--- src/vir_map.svh ---
`ifndef VIR_MAP_SVH
`define VIR_MAP_SVH

// ----------------------------------------------------------------------------
// Input format select codes
// ----------------------------------------------------------------------------
`define VIR_FMT_422      2'h0
`define VIR_FMT_411      2'h1
`define VIR_FMT_211      2'h2
`define VIR_FMT_565      2'h3

// ----------------------------------------------------------------------------
// Chroma code select and reset values
// ----------------------------------------------------------------------------
`define VIR_CODE_TWOS    1'h0
`define VIR_CODE_OFFSET  1'h1
`define VIR_FMT_RESET    2'h0
`define VIR_CODE_RESET   1'h0

// ----------------------------------------------------------------------------
// Luma delay taps (group length minus one) and phases
// ----------------------------------------------------------------------------
`define VIR_TAP_PAIR     2'h1
`define VIR_TAP_QUAD     2'h3
`define VIR_PHASE_FIRST  2'h0
`define VIR_PHASE_THIRD  2'h2
`define VIR_PHASE_LAST   2'h3
`define VIR_BLANK_CODE   8'h00

// ----------------------------------------------------------------------------
// Matrix coefficients, scaled by 256, studio range out
// ----------------------------------------------------------------------------
`define VIR_K_RV         20'sh0015f
`define VIR_K_GV         20'sh000b3
`define VIR_K_GU         20'sh00056
`define VIR_K_BU         20'sh001bb
`define VIR_K_ROUND      20'sh00080
`define VIR_CLIP_LO      20'sh00000
`define VIR_CLIP_HI      20'sh000ff

`endif

--- src/vir_pkg.sv ---
package vir_pkg;

  // --------------------------------------------------------------------------
  // Matrix state
  // --------------------------------------------------------------------------
  typedef struct packed {
    logic [7:0] r;
    logic [7:0] g;
    logic [7:0] b;
    logic       valid;
  } vir_mat_st_t;

  // --------------------------------------------------------------------------
  // Top state
  // --------------------------------------------------------------------------
  typedef struct packed {
    logic [7:0]      lum_s1;
    logic [7:0]      chr_s1;
    logic            ref_s1;
    logic [7:0]      lum_s2;
    logic [7:0]      chr_s2;
    logic            ref_s2;
    logic            ref_prev;
    logic [1:0]      fmt;
    logic            code;
    logic [1:0]      phase;
    logic [7:0]      u_acc;
    logic [7:0]      v_acc;
    logic [7:0]      u_lat;
    logic [7:0]      v_lat;
    logic [3:0][7:0] ydly;
    logic [3:0]      vdly;
    logic [7:0]      byp_r;
    logic [7:0]      byp_g;
    logic [7:0]      byp_b;
    logic            byp_v;
    logic [7:0]      out_r;
    logic [7:0]      out_g;
    logic [7:0]      out_b;
    logic            out_v;
  } vir_top_st_t;

endpackage

--- src/vir_matrix.sv ---
`timescale 1ns/1ps
`include "vir_map.svh"

module vir_matrix
  import vir_pkg::*;
(
  // Clock and reset
  input  wire logic       clk_i,
  input  wire logic       rst_n_i,
  // Sample in, chroma already twos complement
  input  wire logic [7:0] y_i,
  input  wire logic [7:0] u_i,
  input  wire logic [7:0] v_i,
  input  wire logic       valid_i,
  // Codes out, one cycle later
  output logic      [7:0] r_o,
  output logic      [7:0] g_o,
  output logic      [7:0] b_o,
  output logic            valid_o
);

  // --------------------------------------------------------------------------
  // Rounding clamp to one code
  // --------------------------------------------------------------------------
  function automatic logic [7:0] clip8(input logic signed [19:0] x);
    logic signed [19:0] s;
    s = x >>> 8;
    if (s < `VIR_CLIP_LO) begin
      clip8 = 8'h00;
    end else if (s > `VIR_CLIP_HI) begin
      clip8 = 8'hff;
    end else begin
      clip8 = s[7:0];
    end
  endfunction

  vir_mat_st_t        q;
  vir_mat_st_t        d;
  logic signed [19:0] y_term;
  logic signed [19:0] u_ext;
  logic signed [19:0] v_ext;
  logic signed [19:0] r_sum;
  logic signed [19:0] g_sum;
  logic signed [19:0] b_sum;

  // --------------------------------------------------------------------------
  // Colour space conversion
  // --------------------------------------------------------------------------
  // Unity luma gain keeps black at 16 and white at 235 on the DACs
  always_comb begin
    d      = q;
    y_term = $signed({4'h0, y_i, 8'h00});
    u_ext  = $signed({{12{u_i[7]}}, u_i});
    v_ext  = $signed({{12{v_i[7]}}, v_i});
    r_sum  = y_term + v_ext * `VIR_K_RV + `VIR_K_ROUND;
    g_sum  = y_term - v_ext * `VIR_K_GV - u_ext * `VIR_K_GU + `VIR_K_ROUND;
    b_sum  = y_term + u_ext * `VIR_K_BU + `VIR_K_ROUND;
    d.r     = clip8(r_sum);
    d.g     = clip8(g_sum);
    d.b     = clip8(b_sum);
    d.valid = valid_i;
  end

  always_ff @(posedge clk_i or negedge rst_n_i) begin
    if (!rst_n_i) begin
      q <= '0;
    end else begin
      q <= d;
    end
  end

  assign r_o     = q.r;
  assign g_o     = q.g;
  assign b_o     = q.b;
  assign valid_o = q.valid;

  AST_MAT_GREY: assert property (
    @(posedge clk_i) disable iff (!rst_n_i)
    (u_i == 8'h00 && v_i == 8'h00) |=> (r_o == $past(y_i) && g_o == $past(y_i) && b_o == $past(y_i)))
    else $error("grey input did not map to equal codes");

  AST_MAT_LATENCY: assert property (
    @(posedge clk_i) disable iff (!rst_n_i)
    valid_i |=> valid_o)
    else $error("matrix valid not one cycle after input");

endmodule

--- src/vir_top.sv ---
// Contract
// - Demultiplex 4:1:1, 4:2:2, 2:1:1 streams into one full sample per pixel.
// - 4:2:2: Y every clock, chroma alternates U then V, pair shared by two.
// - 4:1:1: chroma bits 7..4 carry U and V pairs, MSB first, over four clocks.
// - 2:1:1: luma bus carries U, Y, V, Y; chroma bus unused.
// - RGB 5:6:5: chroma bit7 G0, bits 6..2 red, bit1 G5.
// - RGB 5:6:5 bypasses the matrix straight to the three codes.
// - Chroma code select 0 means twos complement, 1 means binary offset.
// - A two-bit input format select chooses the input format.
// - Format codes: 00 4:2:2, 01 4:1:1, 10 2:1:1, 11 RGB 5:6:5.
// - Rising edge of line active reference starts active video, first byte aligned.
// - While line active reference is low, outputs are blanked.
// - Matrix converts YUV to RGB with BT.601 coefficients within about 1.5 LSB.
// - Three independent 8-bit codes, one pixel per clock (one per two clocks in 2:1:1), up to 66 MHz.
// - All control bits clear to zero on control reset.
`timescale 1ns/1ps
`include "vir_map.svh"

module vir_top
  import vir_pkg::*;
(
  // Clock and control reset
  input  wire logic       CLOCK_I,
  input  wire logic       RST_N_I,
  // Video pins
  input  wire logic [7:0] LUMA_PRIMARY_BUS_I,
  input  wire logic [7:0] CHROMA_AUX_BUS_I,
  input  wire logic       LINE_ACTIVE_REF_I,
  // Control bits from the control interface
  input  wire logic [1:0] INPUT_FORMAT_SELECT_I,
  input  wire logic       CHROMA_CODE_SELECT_I,
  // DAC codes
  output logic      [7:0] R_CODE_O,
  output logic      [7:0] G_CODE_O,
  output logic      [7:0] B_CODE_O,
  output logic            PIX_VALID_O
);

  // --------------------------------------------------------------------------
  // Helpers
  // --------------------------------------------------------------------------
  function automatic logic [7:0] chroma_twos(input logic [7:0] c, input logic offset);
    if (offset == `VIR_CODE_OFFSET) begin
      chroma_twos = {~c[7], c[6:0]};
    end else begin
      chroma_twos = c;
    end
  endfunction

  function automatic logic [7:0] widen5(input logic [4:0] x);
    widen5 = {x, x[4:2]};
  endfunction

  function automatic logic [7:0] widen6(input logic [5:0] x);
    widen6 = {x, x[5:4]};
  endfunction

  vir_top_st_t q;
  vir_top_st_t d;
  logic        line_rise;
  logic [1:0]  phase_eff;
  logic        group_last;
  logic        y_strobe;
  logic [1:0]  tap;
  logic [7:0]  mat_y;
  logic [7:0]  mat_u;
  logic [7:0]  mat_v;
  logic        mat_in_v;
  logic [7:0]  mat_r;
  logic [7:0]  mat_g;
  logic [7:0]  mat_b;
  logic        mat_v_out;
  logic [4:0]  red5;
  logic [5:0]  grn6;
  logic [4:0]  blu5;

  // --------------------------------------------------------------------------
  // Next state
  // --------------------------------------------------------------------------
  always_comb begin
    d = q;

    // Pins pass two flops before anything reads them
    d.lum_s1   = LUMA_PRIMARY_BUS_I;
    d.chr_s1   = CHROMA_AUX_BUS_I;
    d.ref_s1   = LINE_ACTIVE_REF_I;
    d.lum_s2   = q.lum_s1;
    d.chr_s2   = q.chr_s1;
    d.ref_s2   = q.ref_s1;
    d.ref_prev = q.ref_s2;

    // Control bits, cleared by reset below
    d.fmt  = INPUT_FORMAT_SELECT_I;
    d.code = CHROMA_CODE_SELECT_I;

    // Byte phase within the chroma group
    line_rise = q.ref_s2 & ~q.ref_prev;
    phase_eff = line_rise ? `VIR_PHASE_FIRST : q.phase;
    d.phase   = phase_eff + 2'h1;
    if (q.fmt == `VIR_FMT_422) begin
      group_last = phase_eff[0];
    end else begin
      group_last = (phase_eff == `VIR_PHASE_LAST);
    end

    // Chroma gathering per format
    if (q.ref_s2) begin
      unique case (q.fmt)
        `VIR_FMT_422: begin
          if (!phase_eff[0]) begin
            d.u_acc = q.chr_s2;
          end else begin
            d.u_lat = q.u_acc;
            d.v_lat = q.chr_s2;
          end
        end
        `VIR_FMT_411: begin
          d.u_acc = {q.u_acc[5:0], q.chr_s2[7:6]};
          d.v_acc = {q.v_acc[5:0], q.chr_s2[5:4]};
          if (group_last) begin
            d.u_lat = {q.u_acc[5:0], q.chr_s2[7:6]};
            d.v_lat = {q.v_acc[5:0], q.chr_s2[5:4]};
          end
        end
        `VIR_FMT_211: begin
          if (phase_eff == `VIR_PHASE_FIRST) begin
            d.u_acc = q.lum_s2;
          end
          if (phase_eff == `VIR_PHASE_THIRD) begin
            d.v_acc = q.lum_s2;
          end
          if (group_last) begin
            d.u_lat = q.u_acc;
            d.v_lat = q.v_acc;
          end
        end
        `VIR_FMT_565: begin
        end
      endcase
    end

    // Luma waits one whole group so its chroma is complete
    y_strobe = q.ref_s2 & ((q.fmt != `VIR_FMT_211) | phase_eff[0]);
    d.ydly   = {q.ydly[2:0], q.lum_s2};
    d.vdly   = {q.vdly[2:0], y_strobe};

    // Bypass stage, same depth as the matrix
    d.byp_r = widen5(red5);
    d.byp_g = widen6(grn6);
    d.byp_b = widen5(blu5);
    d.byp_v = q.ref_s2 & (q.fmt == `VIR_FMT_565);

    // Output select and blanking
    if (q.fmt == `VIR_FMT_565) begin
      d.out_v = q.byp_v;
      d.out_r = q.byp_r;
      d.out_g = q.byp_g;
      d.out_b = q.byp_b;
    end else begin
      d.out_v = mat_v_out;
      d.out_r = mat_r;
      d.out_g = mat_g;
      d.out_b = mat_b;
    end
    if (!d.out_v) begin
      d.out_r = `VIR_BLANK_CODE;
      d.out_g = `VIR_BLANK_CODE;
      d.out_b = `VIR_BLANK_CODE;
    end
  end

  // --------------------------------------------------------------------------
  // Datapath taps
  // --------------------------------------------------------------------------
  // Missing green and blue positions taken from the luma bus
  assign red5     = q.chr_s2[6:2];
  assign grn6     = {q.chr_s2[1], q.chr_s2[0], q.lum_s2[7:5], q.chr_s2[7]};
  assign blu5     = q.lum_s2[4:0];
  assign tap      = (q.fmt == `VIR_FMT_422) ? `VIR_TAP_PAIR : `VIR_TAP_QUAD;
  assign mat_y    = q.ydly[tap];
  assign mat_u    = chroma_twos(q.u_lat, q.code);
  assign mat_v    = chroma_twos(q.v_lat, q.code);
  assign mat_in_v = q.vdly[tap] & (q.fmt != `VIR_FMT_565);

  // --------------------------------------------------------------------------
  // State register
  // --------------------------------------------------------------------------
  always_ff @(posedge CLOCK_I or negedge RST_N_I) begin
    if (!RST_N_I) begin
      q <= '0;
    end else begin
      q <= d;
    end
  end

  // --------------------------------------------------------------------------
  // Matrix
  // --------------------------------------------------------------------------
  // A pixel per clock; the multipliers sit in one stage, so the clock limit is theirs
  vir_matrix u_matrix (
    .clk_i   (CLOCK_I),
    .rst_n_i (RST_N_I),
    .y_i     (mat_y),
    .u_i     (mat_u),
    .v_i     (mat_v),
    .valid_i (mat_in_v),
    .r_o     (mat_r),
    .g_o     (mat_g),
    .b_o     (mat_b),
    .valid_o (mat_v_out)
  );

  assign R_CODE_O    = q.out_r;
  assign G_CODE_O    = q.out_g;
  assign B_CODE_O    = q.out_b;
  assign PIX_VALID_O = q.out_v;

  // --------------------------------------------------------------------------
  // Checks
  // --------------------------------------------------------------------------
  AST_BLANK_LOW: assert property (
    @(posedge CLOCK_I) disable iff (!RST_N_I)
    !PIX_VALID_O |-> (R_CODE_O == 8'h00 && G_CODE_O == 8'h00 && B_CODE_O == 8'h00))
    else $error("codes not blanked while no pixel");

  AST_CTRL_RESET: assert property (
    @(posedge CLOCK_I) disable iff (!RST_N_I)
    $rose(RST_N_I) |-> (q.fmt == 2'h0 && q.code == 1'h0))
    else $error("control bits not cleared by reset");

  AST_PHASE_RESTART: assert property (
    @(posedge CLOCK_I) disable iff (!RST_N_I)
    (q.ref_s2 && !q.ref_prev) |=> (q.phase == 2'h1))
    else $error("phase did not restart on line start");

  AST_LINE_START: assert property (
    @(posedge CLOCK_I) disable iff (!RST_N_I)
    ($rose(q.ref_s2) && q.fmt == 2'h3) ##1 (q.fmt == 2'h3) |-> ##1 PIX_VALID_O)
    else $error("bypass pixel not out two cycles after line start");

  AST_BYPASS_RED: assert property (
    @(posedge CLOCK_I) disable iff (!RST_N_I)
    (q.ref_s2 && q.fmt == 2'h3) ##2 (q.fmt == 2'h3)
      |-> (R_CODE_O == {$past(q.chr_s2[6:2], 2), $past(q.chr_s2[6:4], 2)}))
    else $error("bypass red code wrong");

  AST_BYPASS_GREEN: assert property (
    @(posedge CLOCK_I) disable iff (!RST_N_I)
    (q.ref_s2 && q.fmt == 2'h3) ##2 (q.fmt == 2'h3)
      |-> (G_CODE_O[7] == $past(q.chr_s2[1], 2) && G_CODE_O[2] == $past(q.chr_s2[7], 2)))
    else $error("bypass green bits misplaced");

  AST_PAIR_CHROMA: assert property (
    @(posedge CLOCK_I) disable iff (!RST_N_I)
    (q.fmt == 2'h0 && q.ref_s2 && phase_eff[0])
      |=> (q.v_lat == $past(q.chr_s2) && q.u_lat == $past(q.chr_s2, 2)))
    else $error("pair chroma latch wrong");

  AST_QUAD_CHROMA: assert property (
    @(posedge CLOCK_I) disable iff (!RST_N_I)
    (q.fmt == 2'h1 && q.ref_s2 && phase_eff == 2'h3)
      |=> (q.u_lat == {$past(q.chr_s2[7:6], 4), $past(q.chr_s2[7:6], 3),
                       $past(q.chr_s2[7:6], 2), $past(q.chr_s2[7:6], 1)}))
    else $error("quad chroma U assembly wrong");

  AST_MUXED_CHROMA: assert property (
    @(posedge CLOCK_I) disable iff (!RST_N_I)
    (q.fmt == 2'h2 && q.ref_s2 && phase_eff == 2'h3)
      |=> (q.u_lat == $past(q.lum_s2, 4) && q.v_lat == $past(q.lum_s2, 2)))
    else $error("muxed chroma latch wrong");

  AST_MUXED_RATE: assert property (
    @(posedge CLOCK_I) disable iff (!RST_N_I)
    (q.fmt == 2'h2 && PIX_VALID_O && q.ref_s2) |=> !PIX_VALID_O)
    else $error("muxed format gave two pixels in a row");

  AST_PAIR_RATE: assert property (
    @(posedge CLOCK_I) disable iff (!RST_N_I)
    (q.fmt == 2'h0 && q.ref_s2) [*5] |-> PIX_VALID_O)
    else $error("pair format not one pixel per clock");

  AST_OFFSET_CODE: assert property (
    @(posedge CLOCK_I) disable iff (!RST_N_I)
    (q.code == 1'h1 && q.u_lat == 8'h80 && q.v_lat == 8'h80) |-> (mat_u == 8'h00 && mat_v == 8'h00))
    else $error("binary offset chroma not recentred");

  AST_QUAD_VCHROMA: assert property (
    @(posedge CLOCK_I) disable iff (!RST_N_I)
    (q.fmt == 2'h1 && q.ref_s2 && phase_eff == 2'h3)
      |=> (q.v_lat == {$past(q.chr_s2[5:4], 4), $past(q.chr_s2[5:4], 3),
                       $past(q.chr_s2[5:4], 2), $past(q.chr_s2[5:4], 1)}))
    else $error("quad chroma V assembly wrong");

  AST_BYPASS_BLUE: assert property (
    @(posedge CLOCK_I) disable iff (!RST_N_I)
    (q.ref_s2 && q.fmt == 2'h3) ##2 (q.fmt == 2'h3)
      |-> (B_CODE_O == {$past(q.lum_s2[4:0], 2), $past(q.lum_s2[4:2], 2)}))
    else $error("bypass blue code wrong");

  // Eight quiet cycles outlast the deepest pipe, so nothing may still be coming
  AST_BLANK_IDLE: assert property (
    @(posedge CLOCK_I) disable iff (!RST_N_I)
    (!q.ref_s2) [*8] |-> !PIX_VALID_O)
    else $error("pixel out long after line ended");

  AST_MUXED_GAP: assert property (
    @(posedge CLOCK_I) disable iff (!RST_N_I)
    (q.fmt == 2'h2 && q.ref_s2 && !phase_eff[0]) |=> !q.vdly[0])
    else $error("muxed chroma byte taken as a pixel");

endmodule

--- config.mk ---
export PLATFORM = sky130hd
export DESIGN_NAME = vir_top
export DESIGN_NICKNAME = d
export VERILOG_FILES = /design/src/vir_pkg.sv /design/src/vir_matrix.sv /design/src/vir_top.sv
export VERILOG_INCLUDE_DIRS = /design/src
export SDC_FILE = /design/constraint.sdc
export NUM_CORES = 1
export LEC_CHECK = 0
export BUFFER_PORTS_ARGS = -buffer_cell sky130_fd_sc_hd__buf_2
export CAP_MARGIN = 20
export CORE_UTILIZATION = 58
export DETAILED_ROUTE_END_ITERATION = 8
export PLACE_DENSITY = 0.81
export SETUP_SLACK_MARGIN = 0.02
export SYNTH_ARGS = -nofsm -noshare
export SYNTH_HDL_FRONTEND = slang
export SYNTH_SLANG_ARGS = --single-unit
--- constraint.sdc ---
create_clock -name CLOCK_I -period 6.5 [get_ports CLOCK_I]
set_clock_uncertainty 0.05 [all_clocks]
set_input_delay 0.325 -clock CLOCK_I [delete_from_list [all_inputs] [get_ports CLOCK_I]]
set_output_delay 0.325 -clock CLOCK_I [all_outputs]
set_load 0.02 [all_outputs]
=== Word level (Yosys, flattened, before mapping) ===
Index checks and enable logic that the tools add are counted.

* Register bits after elaboration: 183
* Word-level logic and storage cells: 104

* $mul: 4
* Bitwise operators: 8
* $add $sub $neg: 8
* Reduce and logical (&&, ||, !) cells: 7
* Magnitude comparators: 7
* Muxes and demuxes: 26
* Equality and inequality tests: 13

{| class="wikitable"
|+ Operators by type and width
! kind !! number
|-
| $mux W8 || 12
|-
| $add A20 B9 Y20 const B || 3
|-
| $mux W16 || 3
|-
| $pmux W16 S3 || 1
|-
| $add A17 B20 Y20 || 2
|-
| $gt A12 B9 Y1 const B || 3
|-
| $lt A12 B1 Y1 const B || 3
|-
| $mul A8 B10 Y18 const B || 2
|-
| $mux W25 || 1
|-
| $mux W24 || 1
|-
| $pmux W8 S3 || 1
|-
| $sub A17 B20 Y20 || 1
|-
| $sub A20 B20 Y20 || 1
|-
| $mul A8 B9 Y17 const B || 1
|-
| $bmux W8 S2 || 1
|-
| $ne A2 B2 Y1 const B || 8
|-
| $pmux W8 S2 || 1
|-
| $mul A8 B7 Y15 const B || 1
|-
| $eq A2 B2 Y1 const B || 4
|-
| $reduce_and A5 Y1 || 1
|-
| $and A1 B1 Y1 || 4
|-
| $logic_not A2 Y1 || 2
|-
| $mux W2 || 2
|-
| $reduce_and A4 Y1 || 1
|-
| other kinds (10) || 13
|}

=== Depth between registers and ports, before layout ===
Gate-level depths: netlist of run 1.

* Depth in word-level cells: 10
* Mapped depth: 27
* Depth with buffers taken out: 26

=== By module ===
A second synthesis of run 1 with hierarchy kept.

* Cells, all modules: 1,142
* Area total of the unflattened synthesis: 12,685.9 sq um

{| class="wikitable"
|+ By module, submodules not included
! module !! area each (sq um) !! cells each !! seq. area each (sq um) !! times used
|-
| vir_matrix || 7,390.8 || 756 || 625.6 || 1
|-
| vir_top || 5,295.1 || 386 || 3,553.4 || 1
|}

=== Least setup slack after synthesis of run 1 ===
OpenSTA, ideal clock, no wires.

* Path kind: register to register
* Start: register q[120] (netlist name)
* End: register u_matrix.q, in the netlist u_matrix.g_o[5]
* Arrival: 5.965 ns
* Path slack: 0.366 ns
* Period minus slack after synthesis: 6.134 ns
* Stages on the path, launching flop included: 21
* Required time: 6.331 ns
* Cells stage by stage: dfrtp_1 > xor2_1 > inv_2 > fa_1 > fa_1 > inv_1 > fa_1 > ha_1 > ha_1 > and2_1 > a311oi_1 > nor3_1 > a311oi_1 > xnor2_1 > ha_1 > ha_1 > and3_1 > o21ai_0 > nand3b_1 > a221o_1 > o21a_1

{| class="wikitable"
|+ RTL lines
! item !! line !! RTL
|-
| start: declaration || vir_top.sv:58 || <nowiki>vir_top_st_t q;</nowiki>
|-
| start signal: assignment || vir_top.sv:190 || <nowiki>q <= '0;</nowiki>
|-
| start signal: assignment || vir_top.sv:192 || <nowiki>q <= d;</nowiki>
|-
| end signal: assignment || vir_matrix.sv:66 || <nowiki>q <= '0;</nowiki>
|-
| end signal: assignment || vir_matrix.sv:68 || <nowiki>q <= d;</nowiki>
|-
| end: declaration || vir_matrix.sv:37 || <nowiki>vir_mat_st_t q;</nowiki>
|}

==> key figures, run 1 <==
Timing
  • Fmax achieved: 161.3 MHz
  • WHS: 0.2985 ns
  • Final period util: 95.37%
  • Slew Limit Fails: 0
  • Final Setup Violations: 0
  • Final Critical Period: 6.199 ns
  • Least-Margin Pin Slew: 0.9409 ns
  • Final worst slack: 0.3010 ns
  • Slew HR: 37.27%
  • Hold Vio Cnt, Final: 0

Worst setup path
  • CP delay by family, top: adder cells
  • Reg2reg path depth: 23
  • Crit path kind: reg2reg
  • Cells along the critical path: xor2_2, inv_2, fa_1, inv_1, fa_1, fa_1, inv_1, fa_1, inv_1, ha_1, and3_1, o311a_1, o31ai_1, nand2b_1, a21o_1, xor2_1, ha_1, and2_1, o21ai_0, o31ai_4, a211o_1, nand3_1, o21a_1
  • Maximum fanout along the worst path: 7
  • Worst endpoint required time: 6.81 ns
  • R2r setup slk: 0.30 ns
  • Max incr delay on CP: 0.54 ns
  • Worst setup EP type: flip-flop
  • Worst r2r src: q[120]
  • CP most frequent cell: fa_1
  • Worst Path Arrival: 6.51 ns
  • Crit. Startpoint: q[120]
  • CP max-delay cell: fa_1
  • Worst setup SP type: flip-flop
  • WP buf/inv: 4
  • WP depth: 23
  • Worst R2R End: u_matrix.b_o[6]

Synth
  • Main synth FF type: dfrtp_1
  • Sequential fraction of the synthesis area: 32.96%
  • Synth unique cells: 71
  • Average cell area after synthesis: 10.35 um^2
  • Async SR Flop Fraction: 100.0%
  • Gate Count Post-Synth: 1225
  • Syn_nets: 1512
  • Syn Std Cell Area: 12680 um^2
  • Yosys reg bits: 167
  • Post-synth EDFFs: 0
  • Synth warn: 0

Clock network
  • H-Tree Depth: 4
  • CTS tree: done
  • Clk Latency, worst-skew pair: 0.42 ns
  • TritonCTS Sinks: 167
  • Register clock-pin slew on the reported worst setup and hold paths: 0.07 ns
  • CTS Buf Count: 17
  • Max clock buf depth: 2
  • Clock root cell: clkbuf_16

Global routing
  • Vias in the first global route: 9088
  • Antenna violations before repair: 0
  • Overall Global Routing Usage: 25.61%
  • Largest net degree at the start of global routing: 90
  • GRT overflow: 0
  • First-pass GRT wire length: 44450 um

Run
  • Max Cap Viol: 0

Placement
  • GPL Wtd Cong: 0.9083
  • Pre-CTS setup slack: 0.08724 ns
  • Port Buf Inserts: 46
  • Post-DP HPWL: 21130 um

Die
  • Row cnt: 53
  • Die W: 149.9 um
  • Initial core utilization: 59.75%
  • # IOs: 47
  • Die Y-Extent: 149.9 um
  • Die area: 22460 um^2
  • Core area: 21220 um^2

Worst hold path
  • Worst Hold Class: reg2reg
  • Hold path depth: 0
  • HP Start: d[78]
  • Min-Delay Endpoint: q[78]

Layout
  • Syn-to-layout area delta: 10.46%
  • Antenna Cells: 0
  • Most frequent cells in the layout: ha_1, dfrtp_1, inv_1
  • Final nets: 1571
  • Commonest non-fill, non-tap cell in the layout: ha_1
  • Share of cells above drive strength 1: 10.18%

Routing
  • DR pass1 iterations: 6
  • Vias: 8892
  • Drt total wl: 27020 um
  • DR iter-0 viols: 514
  • Vias per cell: 5.656
  • Routed Antenna Nets: 0
  • Routed WL per cell: 17.19 um
  • # DRC: 0

Outcome
  • Status: finished clean
[cells in the mapped netlist, types with 14 or more instances]
cell      instances  area, um^2
a21o_1           29       217.7
a21oi_1          69       345.3
a22oi_1          24       180.2
buf_4            24       180.2
clkbuf_1         20       75.07
dfrtp_1         167        4179
fa_1             74        1481
ha_1            191        2390
inv_1           162       608.1
mux2i_1          26       260.3
nand2_1          57       214.0
nand2b_1         25       156.4
nand3_1          14       70.07
nor2_1           72       270.3
nor3_1           17       85.08
o21a_1           23       172.7
o21ai_0          34       170.2
xnor2_1          37       324.1
xor2_1           20       175.2
[state kept, by name (all words and copies together) (netlist names), 5 cells and up]
name	count
u_matrix.g_o	8
R_CODE_O	8
u_matrix.b_o	8
B_CODE_O	8
blu5	5
d	48
q	64
G_CODE_O	8
u_matrix.r_o	8
[metrics by stage]
| step | setup TNS (ns) | cell area [um^2] | utilization, % | instances |
|---|---|---|---|---|
| after floorplan | 0 | 12680 | - | 1225 |
| after global placement | 0 | 13150 | 61.97 | 1519 |
| after detailed placement | 0 | 13150 | 61.97 | 1519 |
| after CTS | 0 | 13970 | 65.83 | 1572 |
| after global routing | -0.001123 | 14000 | 66.00 | 1572 |
| final | 0 | 14000 | 66.00 | 1572 |
[final cells by class]
cell class                      instances  area, um^2
Clock inverter                         15       182.7
Fill cell                            1560        7216
Clock buffer                           17       425.4
Multi-Input combinational cell        845        7644
Inverter                              164       615.6
Sequential cell                       167        4182
Timing Repair Buffer                   89       611.8
Tap cell                              275       344.1
[kinds of logic after synthesis]
family                   count (synthesis)  synth area share [%]
AO/OA/AOI/OAI                          259                 14.01
XOR/XNOR                                58                 4.066
AND/OR/NAND/NOR                        231                 8.675
multiplexers                            32                 2.674
flip-flops                             167                 32.96
buffers and inverters                  213                 7.076
adder cells (fa/ha/maj)                265                 30.53
[repair_timing]
action,4_1_cts,5_1_grt
setup buffers,0,0
gates resized for setup,0,11
hold buffers,21,0
hold endpoints to repair,108,0
setup endpoints to repair,0,22
[worst max-delay path by stage]
stage               slack, ns               to
CTS                      0.05  u_matrix.g_o[4]
floorplan                0.37  u_matrix.g_o[5]
global placement         0.27  u_matrix.g_o[3]
finish                   0.30  u_matrix.b_o[6]
detailed placement       0.09  u_matrix.g_o[4]
global route           -0.001  u_matrix.g_o[4]
[per-layer routing]
metal  up-vias  track usage [%]  routed length [um]
met3        47            4.360                1252
met5         -                0                   0
met1      4353            32.81               11640
li1       4263                -                   -
met4         0            8.384                 682
met2       229            43.94               13450
Power of run 1 is not shown: default switching activity piles up to over one toggle a cycle in this logic, so the estimate is an artifact.
==> inputs of run 2 (changes only) <==
--- a/config.mk
+++ b/config.mk
@@ -8,9 +8,9 @@
 export LEC_CHECK = 0
 export BUFFER_PORTS_ARGS = -buffer_cell sky130_fd_sc_hd__buf_2
 export CAP_MARGIN = 20
-export CORE_UTILIZATION = 58
+export CORE_UTILIZATION = 69
 export DETAILED_ROUTE_END_ITERATION = 8
-export PLACE_DENSITY = 0.81
+export PLACE_DENSITY = 0.91
 export SETUP_SLACK_MARGIN = 0.02
 export SYNTH_ARGS = -nofsm -noshare
 export SYNTH_HDL_FRONTEND = slang
==> constraint.sdc (replaced) <==
create_clock -name CLOCK_I -period 7.3 [get_ports CLOCK_I]
set_clock_uncertainty 0.05 [all_clocks]
set_input_delay 0.365 -clock CLOCK_I [delete_from_list [all_inputs] [get_ports CLOCK_I]]
set_output_delay 0.365 -clock CLOCK_I [all_outputs]
set_load 0.02 [all_outputs]
==> run 2 against run 1 <==
Compared with the run above: register-to-register slack better by 0.38 ns; via count is 5.3% higher; count of clock-buffer cells in the layout is 1 higher; worst hold slack worse by 0.049 ns; fmax is 6.3% lower; first-iteration DRC count is 45% higher; setup slack better by 0.38 ns; sequential share of layout area is 0.41 points higher.
==> key figures, run 2 (synthesis results as in run 1) <==
Outcome
  • Status: finished clean

Clock network
  • Clk Latency, worst-skew pair: 0.44 ns
  • CTS tree: done
  • Max clock buf depth: 2
  • H-Tree Depth: 4
  • Clock root cell: clkbuf_16
  • CTS Buf Count: 17
  • Resized cells post-CTS: 0
  • Register clock-pin slew on the reported worst setup and hold paths: 0.08 ns
  • TritonCTS Sinks: 167

Global routing
  • GR peak layer: met2
  • GR Util met1: 40.21%
  • GR Util met2: 58.40%
  • GRT overflow: 0
  • Antenna violations before repair: 0
  • Largest net degree at the start of global routing: 119
  • Vias in the first global route: 9764
  • M3 GR Usage: 5.923%
  • Overall Global Routing Usage: 33.90%
  • First-pass GRT wire length: 47800 um

Worst setup path
  • CP max-delay cell: fa_1
  • Worst setup EP type: flip-flop
  • Crit path kind: reg2reg
  • Maximum fanout along the worst path: 8
  • Reg2reg path depth: 24
  • Max incr delay on CP: 0.55 ns
  • Worst endpoint required time: 7.61 ns
  • Worst Path Arrival: 6.93 ns
  • Worst setup SP type: flip-flop
  • Cells along the critical path: inv_1, ha_1, ha_1, inv_1, fa_1, fa_1, inv_1, ha_1, and3b_1, o21a_1, o21ai_0, nand2b_1, a311oi_1, xnor2_1, fa_1, inv_1, ha_1, nand2_1, a211oi_1, a21boi_1, o21ai_0, nand3b_1, mux2i_4, o21a_1

Timing
  • Least-Margin Pin Slew: 0.7969 ns
  • Final Critical Period: 6.619 ns
  • Final period util: 90.66%
  • WHS: 0.2494 ns
  • Fmax achieved: 151.1 MHz
  • Setup TNS: 0 ns
  • RSZ-0062 raised after global routing: no
  • Final Setup Violations: 0
  • Hold Vio Cnt, Final: 0
  • Slew HR: 46.87%
  • Slew Limit Fails: 0

Die
  • Row cnt: 49
  • # IOs: 47
  • Core area: 17960 um^2
  • Initial core utilization: 70.58%
  • Die W: 137.6 um
  • Die area: 18920 um^2
  • Die Y-Extent: 137.6 um

Placement
  • Placed inst area: 12990 um^2
  • Port Buf Inserts: 46
  • GPL Wtd Cong: 0.9773
  • Post-DP HPWL: 21830 um

Layout
  • Commonest non-fill, non-tap cell in the layout: ha_1
  • Final nets: 1559
  • Antenna Cells: 0
  • Share of cells above drive strength 1: 8.638%
  • Max reg flops: 64
  • Post-route cell area: 13810 um^2
  • Reg with most FFs: q
  • Syn-to-layout area delta: 8.911%
  • Most frequent cells in the layout: ha_1, dfrtp_1, inv_1

Routing
  • DR pass1 iterations: 5
  • Routed Antenna Nets: 0
  • # DRC: 0
  • Vias: 9367
  • Routed WL per cell: 19.89 um
  • Vias per cell: 6.187
  • DR iter-0 viols: 747
  • Drt total wl: 30110 um

Worst hold path
  • Worst Hold Class: in2async

Run
  • Max Cap Viol: 0
[run 2: final timing paths]
| path | from | end | slack [ns] |
|---|---|---|---|
| hold / removal | RST_N_I | d[134] | 0.25 |
| min in group CLOCK_I | d[136] | blu5[3] | 0.30 |
| hold reg to reg | d[136] | blu5[3] | 0.30 |
| setup reg to reg | q[91] | u_matrix.g_o[5] | 0.68 |
| setup / recovery | q[91] | u_matrix.g_o[5] | 0.68 |
| max in group asynchronous | RST_N_I | G_CODE_O[3] | 5.60 |
[run 2: final cells by class]
cell class / instances / area, um^2
clock buffer: 18 / 439.2
clock inverter: 14 / 116.4
fill: 1059 / 4155
inverter: 164 / 615.6
multi-input combinational: 845 / 7610
sequential: 167 / 4179
tap: 229 / 286.5
timing repair buffer: 77 / 561.8
[run 2: critical path, delay by kind of cell (launching register included)]
| family | cells | cell delay [ns] |
|---|---|---|
| adders and majority gates | 7 | 2.93 |
| AOI/OAI and AO/OA | 7 | 1.55 |
| DFF | 1 | 0.53 |
| muxes | 1 | 0.38 |
| and+or+nand+nor | 4 | 0.63 |
| buffers and inverters | 4 | 0.34 |
| xor gates and xnor gates | 1 | 0.14 |
[run 2: routing by layer]
metal	vias to the layer above	wire length, um
li1	4245	-
met1	4583	11700
met2	413	15050
met3	126	1689
met4	0	1674
met5	-	0
[run 2: repair_timing]
item / in CTS / in global routing
hold buffers: 18 / 3
endpoints found under the setup margin: 0 / 0
hold endpoints to repair: 18 / 12
setup buffers: 0 / 0
[run 2: stage by stage]
stage / setup WS, ns / cells / utilization [%]
6_report: 0.6815 / 1514 / 76.87
5_1_grt: 0.2471 / 1514 / 76.87
4_1_cts: 0.6884 / 1509 / 76.39
3_5_place_dp: 0.8574 / 1459 / 72.30
3_3_place_gp: 1.052 / 1459 / 72.30
2_1_floorplan: 1.166 / 1225 / -
Power of run 2 is left out for the same reason.
==> inputs of run 3 (changes only) <==
--- a/config.mk
+++ b/config.mk
@@ -8,9 +8,11 @@
 export LEC_CHECK = 0
 export BUFFER_PORTS_ARGS = -buffer_cell sky130_fd_sc_hd__buf_2
 export CAP_MARGIN = 20
+export CORE_MARGIN = 5
 export CORE_UTILIZATION = 69
 export DETAILED_ROUTE_END_ITERATION = 8
 export PLACE_DENSITY = 0.91
+export RECOVER_POWER = 50
 export SETUP_SLACK_MARGIN = 0.02
 export SYNTH_ARGS = -nofsm -noshare
 export SYNTH_HDL_FRONTEND = slang
==> run 3 against run 2 <==
Compared with the run above: the flow now finishes with violations (DRC, capacitance limit, slew limit); non-clock buffer count unchanged; first-iteration DRC count fell by 3.3%; utilization shrank 0.10 points; flip-flop and latch count stayed put; critical endpoint is now u_matrix.b_o[3]; largest cell class unchanged.
==> key figures, run 3 (synthesis results as in run 1) <==
Routing
  • Routed met3 length: 1905 um
  • Highest metal used: met4
  • # DRC: 1
  • Met1 wire length: 12140 um
  • Vias: 9347
  • Metal2 WL: 15570 um
  • DR iter-0 viols: 722
  • Routed WL per cell: 20.44 um
  • Drt total wl: 30950 um
  • Vias per cell: 6.174
  • Routed Antenna Nets: 0
  • DR pass1 iterations: 9

Clock network
  • CTS tree: done
  • Resized cells post-CTS: 0
  • TritonCTS Sinks: 167
  • Post-CTS setup buffer count: 0
  • Clk Latency, worst-skew pair: 0.44 ns
  • Register clock-pin slew on the reported worst setup and hold paths: 0.08 ns
  • Max clock buf depth: 2
  • H-Tree Depth: 4
  • Clock root cell: clkbuf_16
  • CTS Buf Count: 17
  • Hold-fix buffers, CTS: 20

Worst hold path
  • Min-Delay Endpoint: d[42]
  • Worst Hold Class: reg2reg
  • HP Start: d[129]
  • Hold path depth: 0

Placement
  • GPL Wtd Cong: 0.9298
  • Port Buf Inserts: 46
  • Post-DP HPWL: 22330 um

Worst setup path
  • WP buf/inv: 5
  • Worst r2r src: q[120]
  • R2r setup slk: 0.49 ns
  • CP delay by family, top: adder cells
  • Maximum fanout along the worst path: 13
  • Cells along the critical path: xor2_2, buf_4, inv_2, fa_1, inv_1, fa_1, fa_1, inv_1, fa_1, inv_1, ha_1, and3_1, o311a_1, o31ai_1, nand2b_1, a21o_1, a21oi_1, xor2_1, ha_1, nand3_1, o31ai_1, a211o_1, nand3_1, o21a_1
  • Worst Path Arrival: 7.08 ns
  • Worst R2R End: u_matrix.b_o[3]
  • Reg2reg path depth: 24
  • Worst setup SP type: flip-flop
  • CP most frequent cell: fa_1
  • Max incr delay on CP: 0.53 ns
  • CP max-delay cell: fa_1
  • Crit path kind: reg2reg
  • Worst endpoint required time: 7.58 ns
  • Worst setup EP type: flip-flop

Global routing
  • Largest net degree at the start of global routing: 93
  • First-pass GRT wire length: 49730 um
  • Antenna violations before repair: 0
  • GRT overflow: 0
  • Vias in the first global route: 9751
  • Overall Global Routing Usage: 29.12%

Layout
  • Share of cells above drive strength 1: 8.171%
  • Reg with most FFs: q
  • Final nets: 1559
  • Commonest non-fill, non-tap cell in the layout: ha_1
  • Filler cells: 1075
  • Most frequent cells in the layout: ha_1, dfrtp_1, inv_1
  • Syn-to-layout area delta: 9.138%
  • Antenna Cells: 0
  • Max reg flops: 64

Timing
  • Fmax achieved: 146.9 MHz
  • Final Critical Period: 6.806 ns
  • Final period util: 93.24%
  • Least-Margin Pin Slew: 4.720 ns
  • RSZ-0062 raised after global routing: no
  • Slew HR: -214.6%
  • Slew Limit Fails: 130
  • Final Setup Violations: 0
  • Hold Vio Cnt, Final: 0
  • Setup TNS: 0 ns

Die
  • Die Y-Extent: 145.6 um
  • # IOs: 47
  • Initial core utilization: 70.34%
  • Die area: 21180 um^2
  • Core area: 18020 um^2
  • Die W: 145.6 um
  • Row cnt: 49

Outcome
  • Status: finished with violations
  • Failing checks: DRC, capacitance limit, slew limit

Run
  • Max Cap Viol: 2
run 3: cell types whose count changed in the layout (fill, tap and decap cells not counted), moves of 2 or more:
cell / delta
clkinv_2: -3
clkinv_8: +4
clkinv_4: -2
buf_2: -4
clkbuf_1: +6
run 3: layout make-up:
type                    count  area, um^2  share of cell area (%)
multi-input cells         845        7610                   55.00
flip-flops and latches    167        4179                   30.20
inverters                 164       615.6                   4.449
repair buffers             77       525.5                   3.798
clock buffers              18       439.2                   3.174
well taps                 229       286.5                   2.071
clock inverters            14       181.4                   1.311
run 3: worst max-delay path by stage:
stage                start         endpoint  slack, ns  cells after the start
floorplan           q[120]  u_matrix.g_o[5]       1.17                     20
global placement     q[91]  u_matrix.g_o[2]        1.0                     23
detailed placement   q[91]  u_matrix.g_o[3]       0.77                     23
CTS                 q[120]  u_matrix.b_o[3]       0.65                     24
global route        q[120]  u_matrix.b_o[0]       0.18                     24
finish              q[120]  u_matrix.b_o[3]       0.49                     24
run 3: metal layers:
layer / global-route usage, % / vias up
li1: - / 4243
met1: 36.87 / 4601
met2: 50.81 / 387
met3: 4.609 / 116
met4: 10.49 / 0
met5: 0 / -
run 3: metrics by stage:
stage	area, um^2	hold slack (ns)	setup WS [ns]	std cells	utilization (%)
final	13840	0.2939	0.4937	1514	76.77
after global routing	13840	0.2999	0.1790	1514	76.77
after CTS	13820	0.0001387	0.6540	1512	76.65
after detailed placement	13000	0.2847	0.7684	1460	72.10
after global placement	13000	0.2811	0.9993	1460	72.10
after floorplan	12680	0.01941	1.166	1225	-
Power of run 3 is left out for the same reason.
